--- config.mk ---
export PLATFORM = sky130hd
export DESIGN_NAME = hdx_slave_link
export DESIGN_NICKNAME = d
export VERILOG_FILES = /design/src/core/hdx_slave_pkg.sv /design/src/core/hdx_timebase.sv /design/src/core/hdx_slave_link.sv
export VERILOG_INCLUDE_DIRS = /design/src /design/src/core
export SDC_FILE = /design/constraint.sdc
export NUM_CORES = 1
export LEC_CHECK = 0
export CELL_PAD_IN_SITES_DETAIL_PLACEMENT = 1
export CELL_PAD_IN_SITES_GLOBAL_PLACEMENT = 1
export CORE_MARGIN = 3
export CORE_UTILIZATION = 35
export CTS_CLUSTER_DIAMETER = 100
export CTS_CLUSTER_SIZE = 25
export DETAILED_ROUTE_END_ITERATION = 12
export DONT_BUFFER_PORTS = 1
export MAX_ROUTING_LAYER = met4
export PLACE_DENSITY = 0.73
export SKIP_CTS_REPAIR_TIMING = 1
export SLEW_MARGIN = 20
export SYNTH_ARGS = -nofsm -noshare
export SYNTH_HDL_FRONTEND = slang
export SYNTH_SLANG_ARGS = --single-unit
--- constraint.sdc ---
create_clock -name clk_i -period 58.6 [get_ports clk_i]
set_input_delay 5.86 -clock clk_i [delete_from_list [all_inputs] [get_ports clk_i]]
set_output_delay 5.86 -clock clk_i [all_outputs]
set_load 0.01 [all_outputs]
--- src/core/hdx_slave_defines.svh ---
// constants of the half-duplex polled slave link: offsets, fields, resets, timing
// assumes a 100 MHz system clock and an APB slave with 32-bit data
//
// Operation
// - bit rate selects 300 to 38400 baud, 9600 after reset.
// - station address 0 to 254, default 1; packets to it are accepted.
// - only modem mode drives request-to-send and waits for clear-to-send.
// - duplicate detection, on by default, discards a repeated received packet.
// - check is CRC or BCC, CRC by default; both stations must agree.
// - request-to-send held 0 to 255 times 5 ms after the last character.
// - after raising request-to-send wait 0 to 255 times 5 ms before sampling clear-to-send.
// - queued message waits for poll up to 0..65535 times 20 ms, then errors.
// - poll timeout of zero disables the poll wait timer.
// - pre-send delay of 0 to 255 times 5 ms before every transmission.
// - message without acknowledge is resent up to 0..255 times, default 3.
// - with silence enabled and nothing queued, a poll gets no reply.
// - slave transmits only in answer to a poll addressed to it, or to resend a message after a NAK or ack timeout.
// - address 255 is broadcast: accepted, never originated nor answered.
`ifndef HDX_SLAVE_DEFINES_SVH
`define HDX_SLAVE_DEFINES_SVH

`define OFS_CTRL 12'h000
`define OFS_ADDR 12'h004
`define OFS_DELAY 12'h008
`define OFS_POLL 12'h00C
`define OFS_STATUS 12'h010

`define CTRL_BAUD_LSB 0
`define CTRL_MODEM_BIT 3
`define CTRL_DUP_BIT 4
`define CTRL_CRC_BIT 5
`define CTRL_SILENCE_BIT 6
`define CTRL_QUEUE_BIT 8

`define DELAY_OFF_LSB 0
`define DELAY_SEND_LSB 8
`define DELAY_PRE_LSB 16
`define DELAY_RETRY_LSB 24

`define RST_BAUD 3'h5
`define RST_MODEM 1'b0
`define RST_DUP 1'b1
`define RST_CRC 1'b1
`define RST_SILENCE 1'b0
`define RST_ADDR 8'h01
`define RST_OFF 8'h00
`define RST_SEND 8'h00
`define RST_PRE 8'h00
`define RST_RETRY 8'h03
`define RST_POLL 16'h0BB8

`define BROADCAST_ADDR 8'hFF
`define CLK_HZ 100000000
`define CLK_NS 10
`define TICK_NS 5000000
`define TICK_CYCLES (`TICK_NS / `CLK_NS)
`define TICKS_PER_POLL_UNIT 2'h3
`define ACK_WAIT_TICKS 8'hC8

`endif

--- src/core/hdx_slave_pkg.sv ---
// types of the half-duplex polled slave link
// assumes the character layer delivers decoded packets as one-cycle events
package hdx_slave_pkg;
	typedef enum logic [1:0] {PKT_POLL, PKT_ACK, PKT_NAK, PKT_DATA} pkt_kind_t;
	typedef enum logic {TX_EMPTY, TX_MESSAGE} tx_kind_t;
	typedef struct packed {
		logic [7:0] dest;
		logic [7:0] seq;
		pkt_kind_t kind;
		logic check_ok;
	} rx_pkt_t;
	typedef enum logic [2:0] {
		ST_IDLE, ST_PRESEND, ST_RTS_WAIT, ST_CTS_WAIT, ST_SEND, ST_RTS_HOLD, ST_ACK_WAIT
	} tx_state_t;
endpackage

--- src/core/hdx_timebase.sv ---
// timebase of the slave link: bit rate enable, 5 ms and 20 ms enables
// assumes one clock; every output is a one-cycle enable
`timescale 1ns/1ns
`include "hdx_slave_defines.svh"
module hdx_timebase #(
	parameter int CLK_HZ = `CLK_HZ,
	parameter int TICK_CYCLES = `TICK_CYCLES
) (
	input wire logic clk_i,
	input wire logic sys_rst_i,
	input wire logic [2:0] baud_sel_i,
	output logic baud_tick_o,
	output logic tick5_o,
	output logic tick20_o
);
	logic [31:0] baud_cnt;
	logic [31:0] baud_div;
	logic [31:0] tick_cnt;
	logic [1:0] quarter;

	// 300 doubled per step, except the top step which is 38400
	always_comb begin
		baud_div = 32'(CLK_HZ / (300 << baud_sel_i)) - 32'h1;
		if (baud_sel_i == 3'h7) begin
			baud_div = 32'(CLK_HZ / 38400) - 32'h1;
		end
	end

	always_ff @(posedge clk_i) begin
		if (sys_rst_i || baud_cnt >= baud_div) begin
			baud_cnt <= 32'h0;
		end else begin
			baud_cnt <= baud_cnt + 32'h1;
		end
	end

	always_ff @(posedge clk_i) begin
		if (sys_rst_i) begin
			baud_tick_o <= 1'b0;
		end else begin
			baud_tick_o <= (baud_cnt >= baud_div);
		end
	end

	always_ff @(posedge clk_i) begin
		if (sys_rst_i || tick_cnt == 32'(TICK_CYCLES - 1)) begin
			tick_cnt <= 32'h0;
		end else begin
			tick_cnt <= tick_cnt + 32'h1;
		end
	end

	always_ff @(posedge clk_i) begin
		if (sys_rst_i) begin
			tick5_o <= 1'b0;
			tick20_o <= 1'b0;
			quarter <= 2'h0;
		end else begin
			tick5_o <= (tick_cnt == 32'(TICK_CYCLES - 1));
			tick20_o <= (tick_cnt == 32'(TICK_CYCLES - 1)) && (quarter == `TICKS_PER_POLL_UNIT);
			if (tick_cnt == 32'(TICK_CYCLES - 1)) begin
				quarter <= quarter + 2'h1;
			end
		end
	end
endmodule // hdx_timebase

--- src/core/hdx_slave_link.sv ---
// slave side of a polled multi-drop half-duplex packet link with APB registers
// assumes a character layer that decodes received packets into rx events and
// sends the selected reply when tx_req_o is high, pulsing tx_done_i after its last character
`timescale 1ns/1ns
`include "hdx_slave_defines.svh"
module hdx_slave_link #(
	parameter int CLK_HZ = `CLK_HZ,
	parameter int TICK_CYCLES = `TICK_CYCLES
) (
	input wire logic clk_i,
	input wire logic sys_rst_i,
	input wire logic psel_i,
	input wire logic penable_i,
	input wire logic pwrite_i,
	input wire logic [11:0] paddr_i,
	input wire logic [31:0] pwdata_i,
	output logic [31:0] prdata_o,
	output logic pready_o,
	output logic pslverr_o,
	input wire logic rx_valid_i,
	input wire hdx_slave_pkg::rx_pkt_t rx_pkt_i,
	output logic deliver_o,
	output logic [7:0] deliver_seq_o,
	output logic tx_req_o,
	output hdx_slave_pkg::tx_kind_t tx_kind_o,
	input wire logic tx_done_i,
	output logic check_crc_o,
	output logic baud_tick_o,
	output logic rts_o,
	input wire logic cts_i
);
	logic [2:0] baud_sel;
	logic modem_en;
	logic dup_en;
	logic crc_sel;
	logic silence_en;
	logic [7:0] node_addr;
	logic [7:0] rts_off_dly;
	logic [7:0] rts_send_dly;
	logic [7:0] presend_dly;
	logic [7:0] retry_max;
	logic [15:0] poll_timeout;
	logic peer_message_request;
	logic msg_err;
	logic msg_done;
	logic [7:0] last_seq;
	logic last_seq_valid;
	logic [2:0] cts_sync;
	logic cts_level;
	logic tick5;
	logic tick20;
	logic [7:0] dly_cnt;
	logic [7:0] retry_cnt;
	logic [15:0] poll_cnt;
	hdx_slave_pkg::tx_state_t state;
	hdx_slave_pkg::tx_state_t next_state;
	logic setup_phase;
	logic wr_access;
	logic mapped;
	logic for_me;
	logic for_me_only;
	logic is_poll;
	logic is_ack;
	logic is_nak;
	logic is_data;
	logic is_dup;
	logic dly_zero;
	logic poll_expire;
	logic ack_timeout;
	logic send_done;
	logic give_up;
	logic queue_wr;

	hdx_timebase #(
		.CLK_HZ(CLK_HZ),
		.TICK_CYCLES(TICK_CYCLES)
	) u_timebase (
		.clk_i(clk_i),
		.sys_rst_i(sys_rst_i),
		.baud_sel_i(baud_sel),
		.baud_tick_o(baud_tick_o),
		.tick5_o(tick5),
		.tick20_o(tick20)
	);

	// apb: read data captured in setup, answered with no wait state
	assign setup_phase = psel_i && !penable_i;
	assign wr_access = psel_i && penable_i && pwrite_i;
	assign pready_o = 1'b1;
	always_comb begin
		unique case (paddr_i)
			`OFS_CTRL, `OFS_ADDR, `OFS_DELAY, `OFS_POLL, `OFS_STATUS: mapped = 1'b1;
			default: mapped = 1'b0;
		endcase
	end
	assign pslverr_o = psel_i && penable_i && !mapped;
	assign queue_wr = wr_access && paddr_i == `OFS_CTRL && pwdata_i[`CTRL_QUEUE_BIT];

	always_ff @(posedge clk_i) begin
		if (sys_rst_i) begin
			baud_sel <= `RST_BAUD;
			modem_en <= `RST_MODEM;
			dup_en <= `RST_DUP;
			crc_sel <= `RST_CRC;
			silence_en <= `RST_SILENCE;
			node_addr <= `RST_ADDR;
			rts_off_dly <= `RST_OFF;
			rts_send_dly <= `RST_SEND;
			presend_dly <= `RST_PRE;
			retry_max <= `RST_RETRY;
			poll_timeout <= `RST_POLL;
		end else if (wr_access) begin
			unique case (paddr_i)
				`OFS_CTRL: begin
					baud_sel <= pwdata_i[`CTRL_BAUD_LSB +: 3];
					modem_en <= pwdata_i[`CTRL_MODEM_BIT];
					dup_en <= pwdata_i[`CTRL_DUP_BIT];
					crc_sel <= pwdata_i[`CTRL_CRC_BIT];
					silence_en <= pwdata_i[`CTRL_SILENCE_BIT];
				end
				`OFS_ADDR: begin
					// 255 is reserved for broadcast and cannot be our own address
					if (pwdata_i[7:0] != `BROADCAST_ADDR) begin
						node_addr <= pwdata_i[7:0];
					end
				end
				`OFS_DELAY: begin
					rts_off_dly <= pwdata_i[`DELAY_OFF_LSB +: 8];
					rts_send_dly <= pwdata_i[`DELAY_SEND_LSB +: 8];
					presend_dly <= pwdata_i[`DELAY_PRE_LSB +: 8];
					retry_max <= pwdata_i[`DELAY_RETRY_LSB +: 8];
				end
				`OFS_POLL: poll_timeout <= pwdata_i[15:0];
				default: begin
				end
			endcase
		end
	end

	always_ff @(posedge clk_i) begin
		if (sys_rst_i) begin
			prdata_o <= 32'h0;
		end else if (setup_phase) begin
			unique case (paddr_i)
				`OFS_CTRL: prdata_o <= {23'h0, peer_message_request, 1'b0, silence_en, crc_sel,
					dup_en, modem_en, baud_sel};
				`OFS_ADDR: prdata_o <= {24'h0, node_addr};
				`OFS_DELAY: prdata_o <= {retry_max, presend_dly, rts_send_dly, rts_off_dly};
				`OFS_POLL: prdata_o <= {16'h0, poll_timeout};
				`OFS_STATUS: prdata_o <= {16'h0, retry_cnt, 1'b0, 4'(state), cts_level,
					msg_done, msg_err};
				default: prdata_o <= 32'h0;
			endcase
		end
	end

	assign check_crc_o = crc_sel;

	// clear-to-send pin: three stages, a change counts once stages two and three agree
	always_ff @(posedge clk_i) begin
		if (sys_rst_i) begin
			cts_sync <= 3'h0;
			cts_level <= 1'b0;
		end else begin
			cts_sync <= {cts_sync[1:0], cts_i};
			if (cts_sync[2] == cts_sync[1]) begin
				cts_level <= cts_sync[2];
			end
		end
	end

	// receive filter
	assign is_poll = rx_pkt_i.kind == hdx_slave_pkg::PKT_POLL;
	assign is_ack = rx_pkt_i.kind == hdx_slave_pkg::PKT_ACK;
	assign is_nak = rx_pkt_i.kind == hdx_slave_pkg::PKT_NAK;
	assign is_data = rx_pkt_i.kind == hdx_slave_pkg::PKT_DATA;
	assign for_me_only = rx_valid_i && rx_pkt_i.check_ok && rx_pkt_i.dest == node_addr;
	assign for_me = for_me_only || (rx_valid_i && rx_pkt_i.check_ok
		&& rx_pkt_i.dest == `BROADCAST_ADDR);
	assign is_dup = dup_en && last_seq_valid && rx_pkt_i.seq == last_seq;

	always_ff @(posedge clk_i) begin
		if (sys_rst_i) begin
			last_seq <= 8'h0;
			last_seq_valid <= 1'b0;
		end else if (for_me && is_data && !is_dup) begin
			last_seq <= rx_pkt_i.seq;
			last_seq_valid <= 1'b1;
		end
	end

	always_ff @(posedge clk_i) begin
		if (sys_rst_i) begin
			deliver_o <= 1'b0;
			deliver_seq_o <= 8'h0;
		end else begin
			deliver_o <= for_me && is_data && !is_dup;
			if (for_me && is_data && !is_dup) begin
				deliver_seq_o <= rx_pkt_i.seq;
			end
		end
	end

	// transmit sequencing
	assign dly_zero = dly_cnt == 8'h0;
	assign send_done = state == hdx_slave_pkg::ST_SEND && tx_done_i;
	assign ack_timeout = state == hdx_slave_pkg::ST_ACK_WAIT && dly_zero;
	assign give_up = (ack_timeout || (state == hdx_slave_pkg::ST_ACK_WAIT && for_me_only && is_nak))
		&& retry_cnt == retry_max;
	assign poll_expire = peer_message_request && state == hdx_slave_pkg::ST_IDLE
		&& poll_timeout != 16'h0 && poll_cnt == 16'h0;

	always_comb begin
		next_state = state;
		unique case (state)
			hdx_slave_pkg::ST_IDLE: begin
				// a broadcast poll never gets an answer
				if (for_me_only && is_poll && (peer_message_request || !silence_en)) begin
					next_state = hdx_slave_pkg::ST_PRESEND;
				end
			end
			hdx_slave_pkg::ST_PRESEND: begin
				if (dly_zero) begin
					next_state = modem_en ? hdx_slave_pkg::ST_RTS_WAIT
						: hdx_slave_pkg::ST_SEND;
				end
			end
			hdx_slave_pkg::ST_RTS_WAIT: begin
				if (dly_zero) begin
					next_state = hdx_slave_pkg::ST_CTS_WAIT;
				end
			end
			hdx_slave_pkg::ST_CTS_WAIT: begin
				if (cts_level) begin
					next_state = hdx_slave_pkg::ST_SEND;
				end
			end
			hdx_slave_pkg::ST_SEND: begin
				if (tx_done_i) begin
					next_state = modem_en ? hdx_slave_pkg::ST_RTS_HOLD
						: (tx_kind_o == hdx_slave_pkg::TX_MESSAGE ? hdx_slave_pkg::ST_ACK_WAIT
						: hdx_slave_pkg::ST_IDLE);
				end
			end
			hdx_slave_pkg::ST_RTS_HOLD: begin
				if (dly_zero) begin
					next_state = tx_kind_o == hdx_slave_pkg::TX_MESSAGE
						? hdx_slave_pkg::ST_ACK_WAIT : hdx_slave_pkg::ST_IDLE;
				end
			end
			hdx_slave_pkg::ST_ACK_WAIT: begin
				if (for_me_only && is_ack) begin
					next_state = hdx_slave_pkg::ST_IDLE;
				end else if (give_up) begin
					next_state = hdx_slave_pkg::ST_IDLE;
				end else if (ack_timeout || (for_me_only && is_nak)) begin
					next_state = hdx_slave_pkg::ST_PRESEND;
				end
			end
		endcase
	end

	always_ff @(posedge clk_i) begin
		if (sys_rst_i) begin
			state <= hdx_slave_pkg::ST_IDLE;
		end else begin
			state <= next_state;
		end
	end

	// one delay counter, loaded on entry to each timed state, counts 5 ms ticks
	always_ff @(posedge clk_i) begin
		if (sys_rst_i) begin
			dly_cnt <= 8'h0;
		end else if (next_state != state || (state == hdx_slave_pkg::ST_ACK_WAIT
			&& next_state == hdx_slave_pkg::ST_PRESEND)) begin
			unique case (next_state)
				hdx_slave_pkg::ST_PRESEND: dly_cnt <= presend_dly;
				hdx_slave_pkg::ST_RTS_WAIT: dly_cnt <= rts_send_dly;
				hdx_slave_pkg::ST_RTS_HOLD: dly_cnt <= rts_off_dly;
				hdx_slave_pkg::ST_ACK_WAIT: dly_cnt <= `ACK_WAIT_TICKS;
				default: dly_cnt <= 8'h0;
			endcase
		end else if (tick5 && !dly_zero) begin
			dly_cnt <= dly_cnt - 8'h1;
		end
	end

	always_ff @(posedge clk_i) begin
		if (sys_rst_i) begin
			tx_kind_o <= hdx_slave_pkg::TX_EMPTY;
		end else if (state == hdx_slave_pkg::ST_IDLE && next_state == hdx_slave_pkg::ST_PRESEND) begin
			tx_kind_o <= peer_message_request ? hdx_slave_pkg::TX_MESSAGE
				: hdx_slave_pkg::TX_EMPTY;
		end
	end

	assign tx_req_o = state == hdx_slave_pkg::ST_SEND;

	always_ff @(posedge clk_i) begin
		if (sys_rst_i) begin
			rts_o <= 1'b0;
		end else begin
			rts_o <= modem_en && (next_state == hdx_slave_pkg::ST_RTS_WAIT
				|| next_state == hdx_slave_pkg::ST_CTS_WAIT || next_state == hdx_slave_pkg::ST_SEND
				|| next_state == hdx_slave_pkg::ST_RTS_HOLD);
		end
	end

	always_ff @(posedge clk_i) begin
		if (sys_rst_i) begin
			retry_cnt <= 8'h0;
		end else if (state == hdx_slave_pkg::ST_IDLE) begin
			retry_cnt <= 8'h0;
		end else if (state == hdx_slave_pkg::ST_ACK_WAIT && next_state == hdx_slave_pkg::ST_PRESEND) begin
			retry_cnt <= retry_cnt + 8'h1;
		end
	end

	// poll wait timer runs while a message waits idle for its poll
	always_ff @(posedge clk_i) begin
		if (sys_rst_i || !peer_message_request || state != hdx_slave_pkg::ST_IDLE) begin
			poll_cnt <= poll_timeout;
		end else if (tick20 && poll_cnt != 16'h0) begin
			poll_cnt <= poll_cnt - 16'h1;
		end
	end

	// message flags: a new request in the cycle of completion is kept
	always_ff @(posedge clk_i) begin
		if (sys_rst_i) begin
			peer_message_request <= 1'b0;
		end else if (queue_wr) begin
			peer_message_request <= 1'b1;
		end else if (poll_expire || give_up || (state == hdx_slave_pkg::ST_ACK_WAIT
			&& for_me_only && is_ack)) begin
			peer_message_request <= 1'b0;
		end
	end

	// error and done are sticky; write one to clear, a new event wins
	always_ff @(posedge clk_i) begin
		if (sys_rst_i) begin
			msg_err <= 1'b0;
			msg_done <= 1'b0;
		end else begin
			if (poll_expire || give_up) begin
				msg_err <= 1'b1;
			end else if (wr_access && paddr_i == `OFS_STATUS && pwdata_i[0]) begin
				msg_err <= 1'b0;
			end
			if (state == hdx_slave_pkg::ST_ACK_WAIT && for_me_only && is_ack) begin
				msg_done <= 1'b1;
			end else if (wr_access && paddr_i == `OFS_STATUS && pwdata_i[1]) begin
				msg_done <= 1'b0;
			end
		end
	end
endmodule // hdx_slave_link

==> impl_results.md, run 1 <==
* Maximum single-stage delay on the critical path at about 640 ps
* Post-route clock period utilization at 94.5%
* Slowest library cell on the worst path: nor4_1
* Via density per instance at about 6.5
* Die footprint at 96,300 um2
* Placeable Area at 90,800 um2
* Hold WC Path Type: reg -> reg
* Number of distinct library cells after synthesis at 131
* Slew Limit Headroom at 29.0%
* Aggregate global-route resource usage at a little under a third
* Number of ports placed on the die boundary at 119
* Final worst clock skew at 28.6 ps
* Total number of yosys warnings at 0
* Count of endpoints failing setup in the final report at 0
* Number of clock sinks seen by CTS at 218
* Antenna violation net count after detailed routing at 0
* Clk_lat worst skew at 520 ps
* Share of layout cells above drive strength 1 at 7.64%
* Clock transition time at the flip-flop clock pins of the worst setup and hold paths at around 90 ps
* Critical path class: reg -> reg
* Clock period minus final worst setup slack at 55,350 ps
* First-pass iteration count of the detailed router at 6
* Global placement routability congestion at 1.01
* Switching power of the nets at 0.615 mW
* CTS Buffer Depth at 3
* Peak ir drop on the vdd network at 0.0000250 V
* WL per Instance at 26.2 um
* Number of buffers added on ports at 0
* Routed WL at 149 mm
* Number of buffers and inverters on the critical path at 11
* Highest achievable clock rate at 18.1 MHz
* Max-cap violations at 0
* Die Wd at 310 um
* Cell area after synthesis at around 32,000 um2
* Number of global-route vias before repair at approximately 36,000
* Crit path required time at 59,040 ps
* Sequential share of the synthesized area at 14.0%
* Measured slew at the worst slew-check pin at between 1000 and 1500 ps
* Pin count of the biggest net entering global routing at 134
* Max-slew violation total from the final report at 0
* Post-Place Cell Area at 33,700 um2
* Global-route wire length before repair at 223 mm
* Fill cell count at ~11,000
* Crit path top cell by count: a21oi_1
* Pwr Density at 31.7 nW/um2
* Count of endpoints failing hold in the final timing report at 0
* CTS root buffer: clkbuf_16
* Area taken by multi-input logic gates at 27,000 um2
* EDFF count, synth at 16
* Sum of overflow across all layers after global routing at 0
* Cts bufs inserted at 14
* Arrival time at the worst endpoint at approximately 56,000 ps
* Synthesized flop and latch total at 218
* Via count of the routed design at 36,700
* Power share of the combinational group at between 70% and 80%
* Die boundary height at 310 um
* Clock tree from TritonCTS: built
* DRC violation total after the first TritonRoute iteration at slightly above 3,000
* Nets at 4,824
* Final Instance Area at 34,600 um2
* Sw Share at approximately 56%
* Half-perimeter wire length after placement at around 120 mm
* Post-Syn Instances at 4,586
* Sequential share of power at 14.3%
* Post-synth top flop: dfxtp_1
* Delay-heaviest family, CP: compound AO/OA/AOI/OAI gates
* H-tree levels at 1
* Endpoint type of the worst setup path: register
* Proportion of power drawn by the clock network at 9.7%
* Critical path fanouts, max at 25
* Fin Hold WS at 450 ps
* Mean Syn Cell Area at 7.06 um2
* Static power due to leakage at 13.2 nW
* Run status: finished, final reports clean
* Int Pwr at between 0.4 and 0.5 mW
* Critical Path Source Type: register
* Num rows at 110
* Area grow syn2layout at 6.92%
* Proportion of synthesized flip-flops having asynchronous set or reset at 0%
* Initial core utilization at 35.7%
* Initial antenna violation count at 3
* Reg area at 4530 um2
* DRC violations left at 0
-- area by class of cell --
| cell class | instances | area share (%) |
|---|---|---|
| multi-input cells | 4036 | 77.9 |
| diodes | 4 | 0.0289 |
| flip-flops and latches | 218 | 13.1 |
| well taps | 1176 | 4.25 |
| clock inverters | 3 | 0.191 |
| inverters | 119 | 1.32 |
| clock buffers | 16 | 1.09 |
| repair buffers | 99 | 2.15 |
-- synth_stat cells, types with 45 or more instances --
master / instances / area (um2)
xnor2_1: 190 / 1660
and2_1: 56 / 350
nor2b_1: 63 / 394
a21oi_1: 407 / 2040
nand2b_1: 55 / 344
and3_1: 70 / 438
clkbuf_1: 172 / 646
xor2_1: 120 / 1050
mux2i_1: 68 / 681
dfxtp_1: 202 / 4040
o21ai_0: 232 / 1160
a31oi_1: 54 / 338
nor3_1: 122 / 611
nor4_1: 59 / 369
a21o_1: 107 / 803
nand4_1: 85 / 532
inv_1: 108 / 405
nor2_1: 487 / 1830
or3_1: 50 / 313
ha_1: 264 / 3300
nand3_1: 166 / 831
mux2_2: 45 / 507
a211oi_1: 51 / 383
nand2_1: 500 / 1880
o211ai_1: 55 / 413
-- cell families after synthesis --
| group | synth area share (%) |
|---|---|
| DFF | 14.0 |
| AOI/OAI and AO/OA | 29.9 |
| buffers and inverters | 4.12 |
| adders and majority gates | 10.3 |
| and+or+nand+nor | 29.3 |
| xor gates and xnor gates | 8.59 |
| other | 0.0232 |
| muxes | 3.88 |
-- layer usage --
layer  part of all wire (%)  vias up  wire [um]  GRT usage (%)
met2                     46     1352      67700           48.3
met1                     43    18100      64400           39.6
met4                    4.7        0       6970           12.0
met5                      0        -          0              -
met3                    6.5      352       9650           3.14
li1                       -    16900          -              -
-- power by group through the flow --
stage	Clock, mW	Combinational, mW	Sequential [mW]
4_1_cts	0.111	0.807	0.157
3_5_place_dp	0	0.803	0.160
2_1_floorplan	0	0.588	0.157
6_report	0.107	0.833	0.157
5_1_grt	0.115	0.904	0.157
3_3_place_gp	0	0.796	0.160
-- worst paths after layout --
check                           slack [ps]  cells after the start                            endpoint                     start
worst max-delay path                  3250                    246  u_timebase.baud_cnt[24]$_SDFF_PP0_  baud_sel[0]$_SDFFE_PP1P_
worst min-delay path                   450                      1              cts_sync[1]$_SDFF_PP0_    cts_sync[0]$_SDFF_PP0_
worst max register to register        3250                    246  u_timebase.baud_cnt[24]$_SDFF_PP0_  baud_sel[0]$_SDFFE_PP1P_
worst min register to register         450                      1              cts_sync[1]$_SDFF_PP0_    cts_sync[0]$_SDFF_PP0_
-- per-stage QoR --
step / instances / utilization [%] / worst slack [ps] / total power [mW] / TNS, ps
after global placement: 5633 / 37.1 / -812 / 0.956 / -25610
final: 5671 / 38.1 / 3250 / 1.10 / 0
after floorplan: 4588 / - / 6210 / 0.745 / 0
after CTS: 5652 / 37.6 / -2040 / 1.07 / -64490
after detailed placement: 5633 / 37.1 / -1790 / 0.963 / -57070
after global routing: 5669 / 38.1 / -126 / 1.18 / -2620
-- worst reg2reg max path: cells and delay by family (launching register included) --
family	cells	cell delay, ps
AO/OA/AOI/OAI	117	24410
buffers and inverters	11	1980
multiplexers	5	1510
XOR/XNOR	2	840
flip-flops	1	520
adder cells (fa/ha/maj)	25	8590
AND/OR/NAND/NOR	86	17400
-- layout by cell type, fill, tap and decap left out, drive strengths merged, types with 39 or more instances in the layout --
cell / netlist / layout
a211oi: 61 / 61
a21boi: 39 / 39
a21o: 107 / 107
a21oi: 409 / 409
a31oi: 56 / 56
and2: 60 / 60
and3: 70 / 70
buf: 44 / 99
dfxtp: 202 / 202
ha: 264 / 264
inv: 114 / 115
mux2: 48 / 48
mux2i: 69 / 69
nand2: 502 / 502
nand2b: 55 / 56
nand3: 169 / 169
nand4: 86 / 86
nor2: 488 / 488
nor2b: 63 / 63
nor3: 129 / 129
nor4: 62 / 62
o211ai: 57 / 57
o21a: 43 / 43
o21ai: 269 / 269
o31ai: 46 / 46
or3: 50 / 50
xnor2: 192 / 192
xor2: 120 / 120
-- registers in the layout (all words and copies together), names as in the netlist, 16 cells and up --
signal / flops
prdata_o: 32
poll_cnt: 16
poll_timeout: 16
u_timebase.tick_cnt: 32
u_timebase.baud_cnt: 32
Power figures use the tool's default switching activity.
==> run 2: changes to the inputs <==
Settings changed: CORE_ASPECT_RATIO from default to 1.5, CORE_UTILIZATION 35 to 30, CTS_BUF_LIST from default to sky130_fd_sc_hd__clkbuf_8, PLACE_DENSITY 0.73 to 0.65.
==> run 2 against run 1 <==
  * Critical path depth down 2
  * Design area increased by 0.53%
  * Sequential power about the same
  * Combinational power is 3.5% higher
  * Register-to-register slack improved by 230 ps
  * Setup slack improved by 230 ps
  * Clock power fell by 25%
  * Count of clock-buffer cells in the layout is 3 lower
  * Die area increased by 16%
  * Non-clock buffer count grew 16
  * Highest routed layer unchanged
==> impl_results.md, run 2 (synthesis gave the netlist of run 1 again) <==
* Count of endpoints failing hold in the final timing report at 0 (unchanged)
* Clock period minus final worst setup slack at 55,120 ps (was 55,350 ps)
* First-pass iteration count of the detailed router at 7 (was 6)
* Maximum single-stage delay on the critical path at 1000 ps (was 640 ps)
* Endpoint type of the worst setup path: register (unchanged)
* Placeable Area at 107,000 um2 (was 90,800 um2)
* Final-layout setup total negative slack at 0 ps (unchanged)
* Initial core utilization at 30.3% (was 35.7%)
* Die boundary height at 408 um (was 310 um)
* Slowest library cell on the worst path: a311oi_1 (was nor4_1)
* DRC violation total after the first TritonRoute iteration at 2,173 (was 3,099)
* Pwr Density at 31.6 nW/um2 (was 31.7 nW/um2)
* Arrival time at the worst endpoint at 55,660 ps (was 55,790 ps)
* Peak ir drop on the vdd network at 0.0000311 V (was 0.0000250 V)
* Slew Limit Headroom at 21.0% (was 29.0%)
* Nets at 4,839 (was 4,824)
* Int Pwr at 0.459 mW (was 0.483 mW)
* Die footprint at 112,000 um2 (was 96,300 um2)
* Number of buffers added on ports at 0 (unchanged)
* DRC violations left at 0 (unchanged)
* Critical path class: reg -> reg (unchanged)
* Num rows at 147 (was 110)
* Crit path top cell by count: a21oi_1 (unchanged)
* Aggregate global-route resource usage at 28.3% (was 30.4%)
* Number of clock sinks seen by CTS at 218 (unchanged)
* Antenna violation net count after detailed routing at 0 (unchanged)
* Cts bufs inserted at 13 (was 14)
* Clk_lat worst skew at 620 ps (was 520 ps)
* Clock transition time at the flip-flop clock pins of the worst setup and hold paths at 160 ps (was 90 ps)
* Sum of overflow across all layers after global routing at 0 (unchanged)
* Proportion of power drawn by the clock network at 7.3% (was 9.7%)
* Highest achievable clock rate at 18.1 MHz (about the same)
* Number of global-route vias before repair at 37,900 (was 36,200)
* CTS Buffer Depth at 3 (unchanged)
* Sequential share of power at 14.3% (about the same)
* Half-perimeter wire length after placement at 127 mm (was 115 mm)
* Final worst clock skew at 25.9 ps (was 28.6 ps)
* Post-route clock period utilization at 94.1% (was 94.5%)
* Run status: finished, final reports clean (unchanged)
* Via density per instance at 6.21 (was 6.48)
* Global placement routability congestion at 1.01 (about the same)
* Critical path fanouts, max at 32 (was 25)
* Count of endpoints failing setup in the final report at 0 (unchanged)
* Die Wd at 274 um (was 310 um)
* Static power due to leakage at 13.1 nW (was 13.2 nW)
* Area grow syn2layout at 7.48% (was 6.92%)
* Most frequent standard cell in the layout excluding fill and tap cells: nand2_1 (unchanged)
* Max-slew violation total from the final report at 0 (unchanged)
* Critical Path Source Type: register (unchanged)
* Routed WL at 160 mm (was 149 mm)
* Measured slew at the worst slew-check pin at 1180 ps (was 1060 ps)
* Share of layout cells above drive strength 1 at 7.81% (was 7.64%)
* WL per Instance at 27.1 um (was 26.2 um)
* Number of ports placed on the die boundary at 119 (unchanged)
* Most used cells in the layout excluding fill and tap cells: nand2_1 (495), nor2_1 (478), a21oi_1 (403) (was nand2_1 (494), nor2_1 (479), a21oi_1 (403))
* Hold WC Path Type: reg -> reg (unchanged)
* Switching power of the nets at 0.640 mW (was 0.615 mW)
* Sw Share at 58.2% (was 56.0%)
* Power share of the combinational group at 78.4% (was 76.0%)
* Biggest registers after layout: prdata_o x32, u_timebase.baud_cnt x32, u_timebase.tick_cnt x32 (unchanged)
* Initial antenna violation count at 3 (unchanged)
* Crit path required time at 59,140 ps (was 59,040 ps)
* Via count of the routed design at 36,800 (was 36,700)
* Post-route core utilization at 32.5% (was 38.1%)
* Global-route wire length before repair at 238 mm (was 223 mm)
* Clock tree from TritonCTS: built (unchanged)
* Max-cap violations at 0 (unchanged)
* H-tree levels at 1 (unchanged)
* CTS root buffer: clkbuf_8 (was clkbuf_16)
* Pin count of the biggest net entering global routing at 134 (unchanged)
## run 2: changes by cell type in the layout (fill, tap and decap cells not counted), moves of 3 or more
cell       before  now
clkbuf_16      15    0
buf_4          99  112
clkbuf_8        0   13
nor2_2          2    7
inv_1         106  110
nor2_4          7    3
ha_1          259  256
o31ai_2         3    0
## run 2: final cells by class
type	count	area (um2)
Timing Repair Buffer	115	883
Inverter	119	454
Clock inverter	7	60.1
Tap cell	1415	1770
Multi-Input combinational cell	4036	26900
Clock buffer	13	179
Fill cell	13400	72200
Antenna cell	6	15.0
Sequential cell	218	4530
## run 2: layer usage
| metal | GRT usage [%] | part of all wire (%) | vias up |
|---|---|---|---|
| met4 | 21.6 | 9.5 | 0 |
| met5 | - | 0 | - |
| met2 | 50.6 | 50 | 1245 |
| li1 | - | - | 16900 |
| met1 | 27.5 | 35 | 18000 |
| met3 | 3.86 | 4.9 | 665 |
## run 2: path summary, 6_finish.rpt
check	start	to	slack (ps)	cells after the start
hold reg to reg	last_seq_valid$_SDFFE_PP0P_	last_seq_valid$_SDFFE_PP0P_	470	2
setup / recovery	baud_sel[1]$_SDFFE_PP0P_	u_timebase.baud_cnt[31]$_SDFF_PP0_	3480	244
setup reg to reg	baud_sel[1]$_SDFFE_PP0P_	u_timebase.baud_cnt[31]$_SDFF_PP0_	3480	244
hold / removal	last_seq_valid$_SDFFE_PP0P_	last_seq_valid$_SDFFE_PP0P_	470	2
## run 2: worst max-delay path, delay by kind of cell, from the launching register on
family | cells | cell delay (ps)
compound gates | 116 | 26180
xor+xnor | 2 | 460
fa+ha+maj | 24 | 8200
buf+inv | 25 | 4520
flops | 1 | 420
mux | 4 | 1210
simple gates | 73 | 13870
## run 2: power by group through the flow
| stage | Clock (mW) | Sequential (mW) | Combinational, mW |
|---|---|---|---|
| 4_1_cts | 0.0840 | 0.157 | 0.841 |
| 3_3_place_gp | 0 | 0.160 | 0.829 |
| 5_1_grt | 0.0872 | 0.158 | 0.930 |
| 6_report | 0.0798 | 0.157 | 0.862 |
| 2_1_floorplan | 0 | 0.157 | 0.588 |
| 3_5_place_dp | 0 | 0.160 | 0.837 |
## run 2: per-stage QoR
step	setup slack, ps	area (um2)	std cells	total power, mW	hold WS, ps
finish	3480	34800	5929	1.10	466
global route	-57.8	34800	5926	1.17	501
CTS	52.1	34400	5911	1.08	467
detailed placement	441	34200	5891	0.997	447
global placement	1500	34100	5890	0.989	436
floorplan	6210	32400	4588	0.745	414
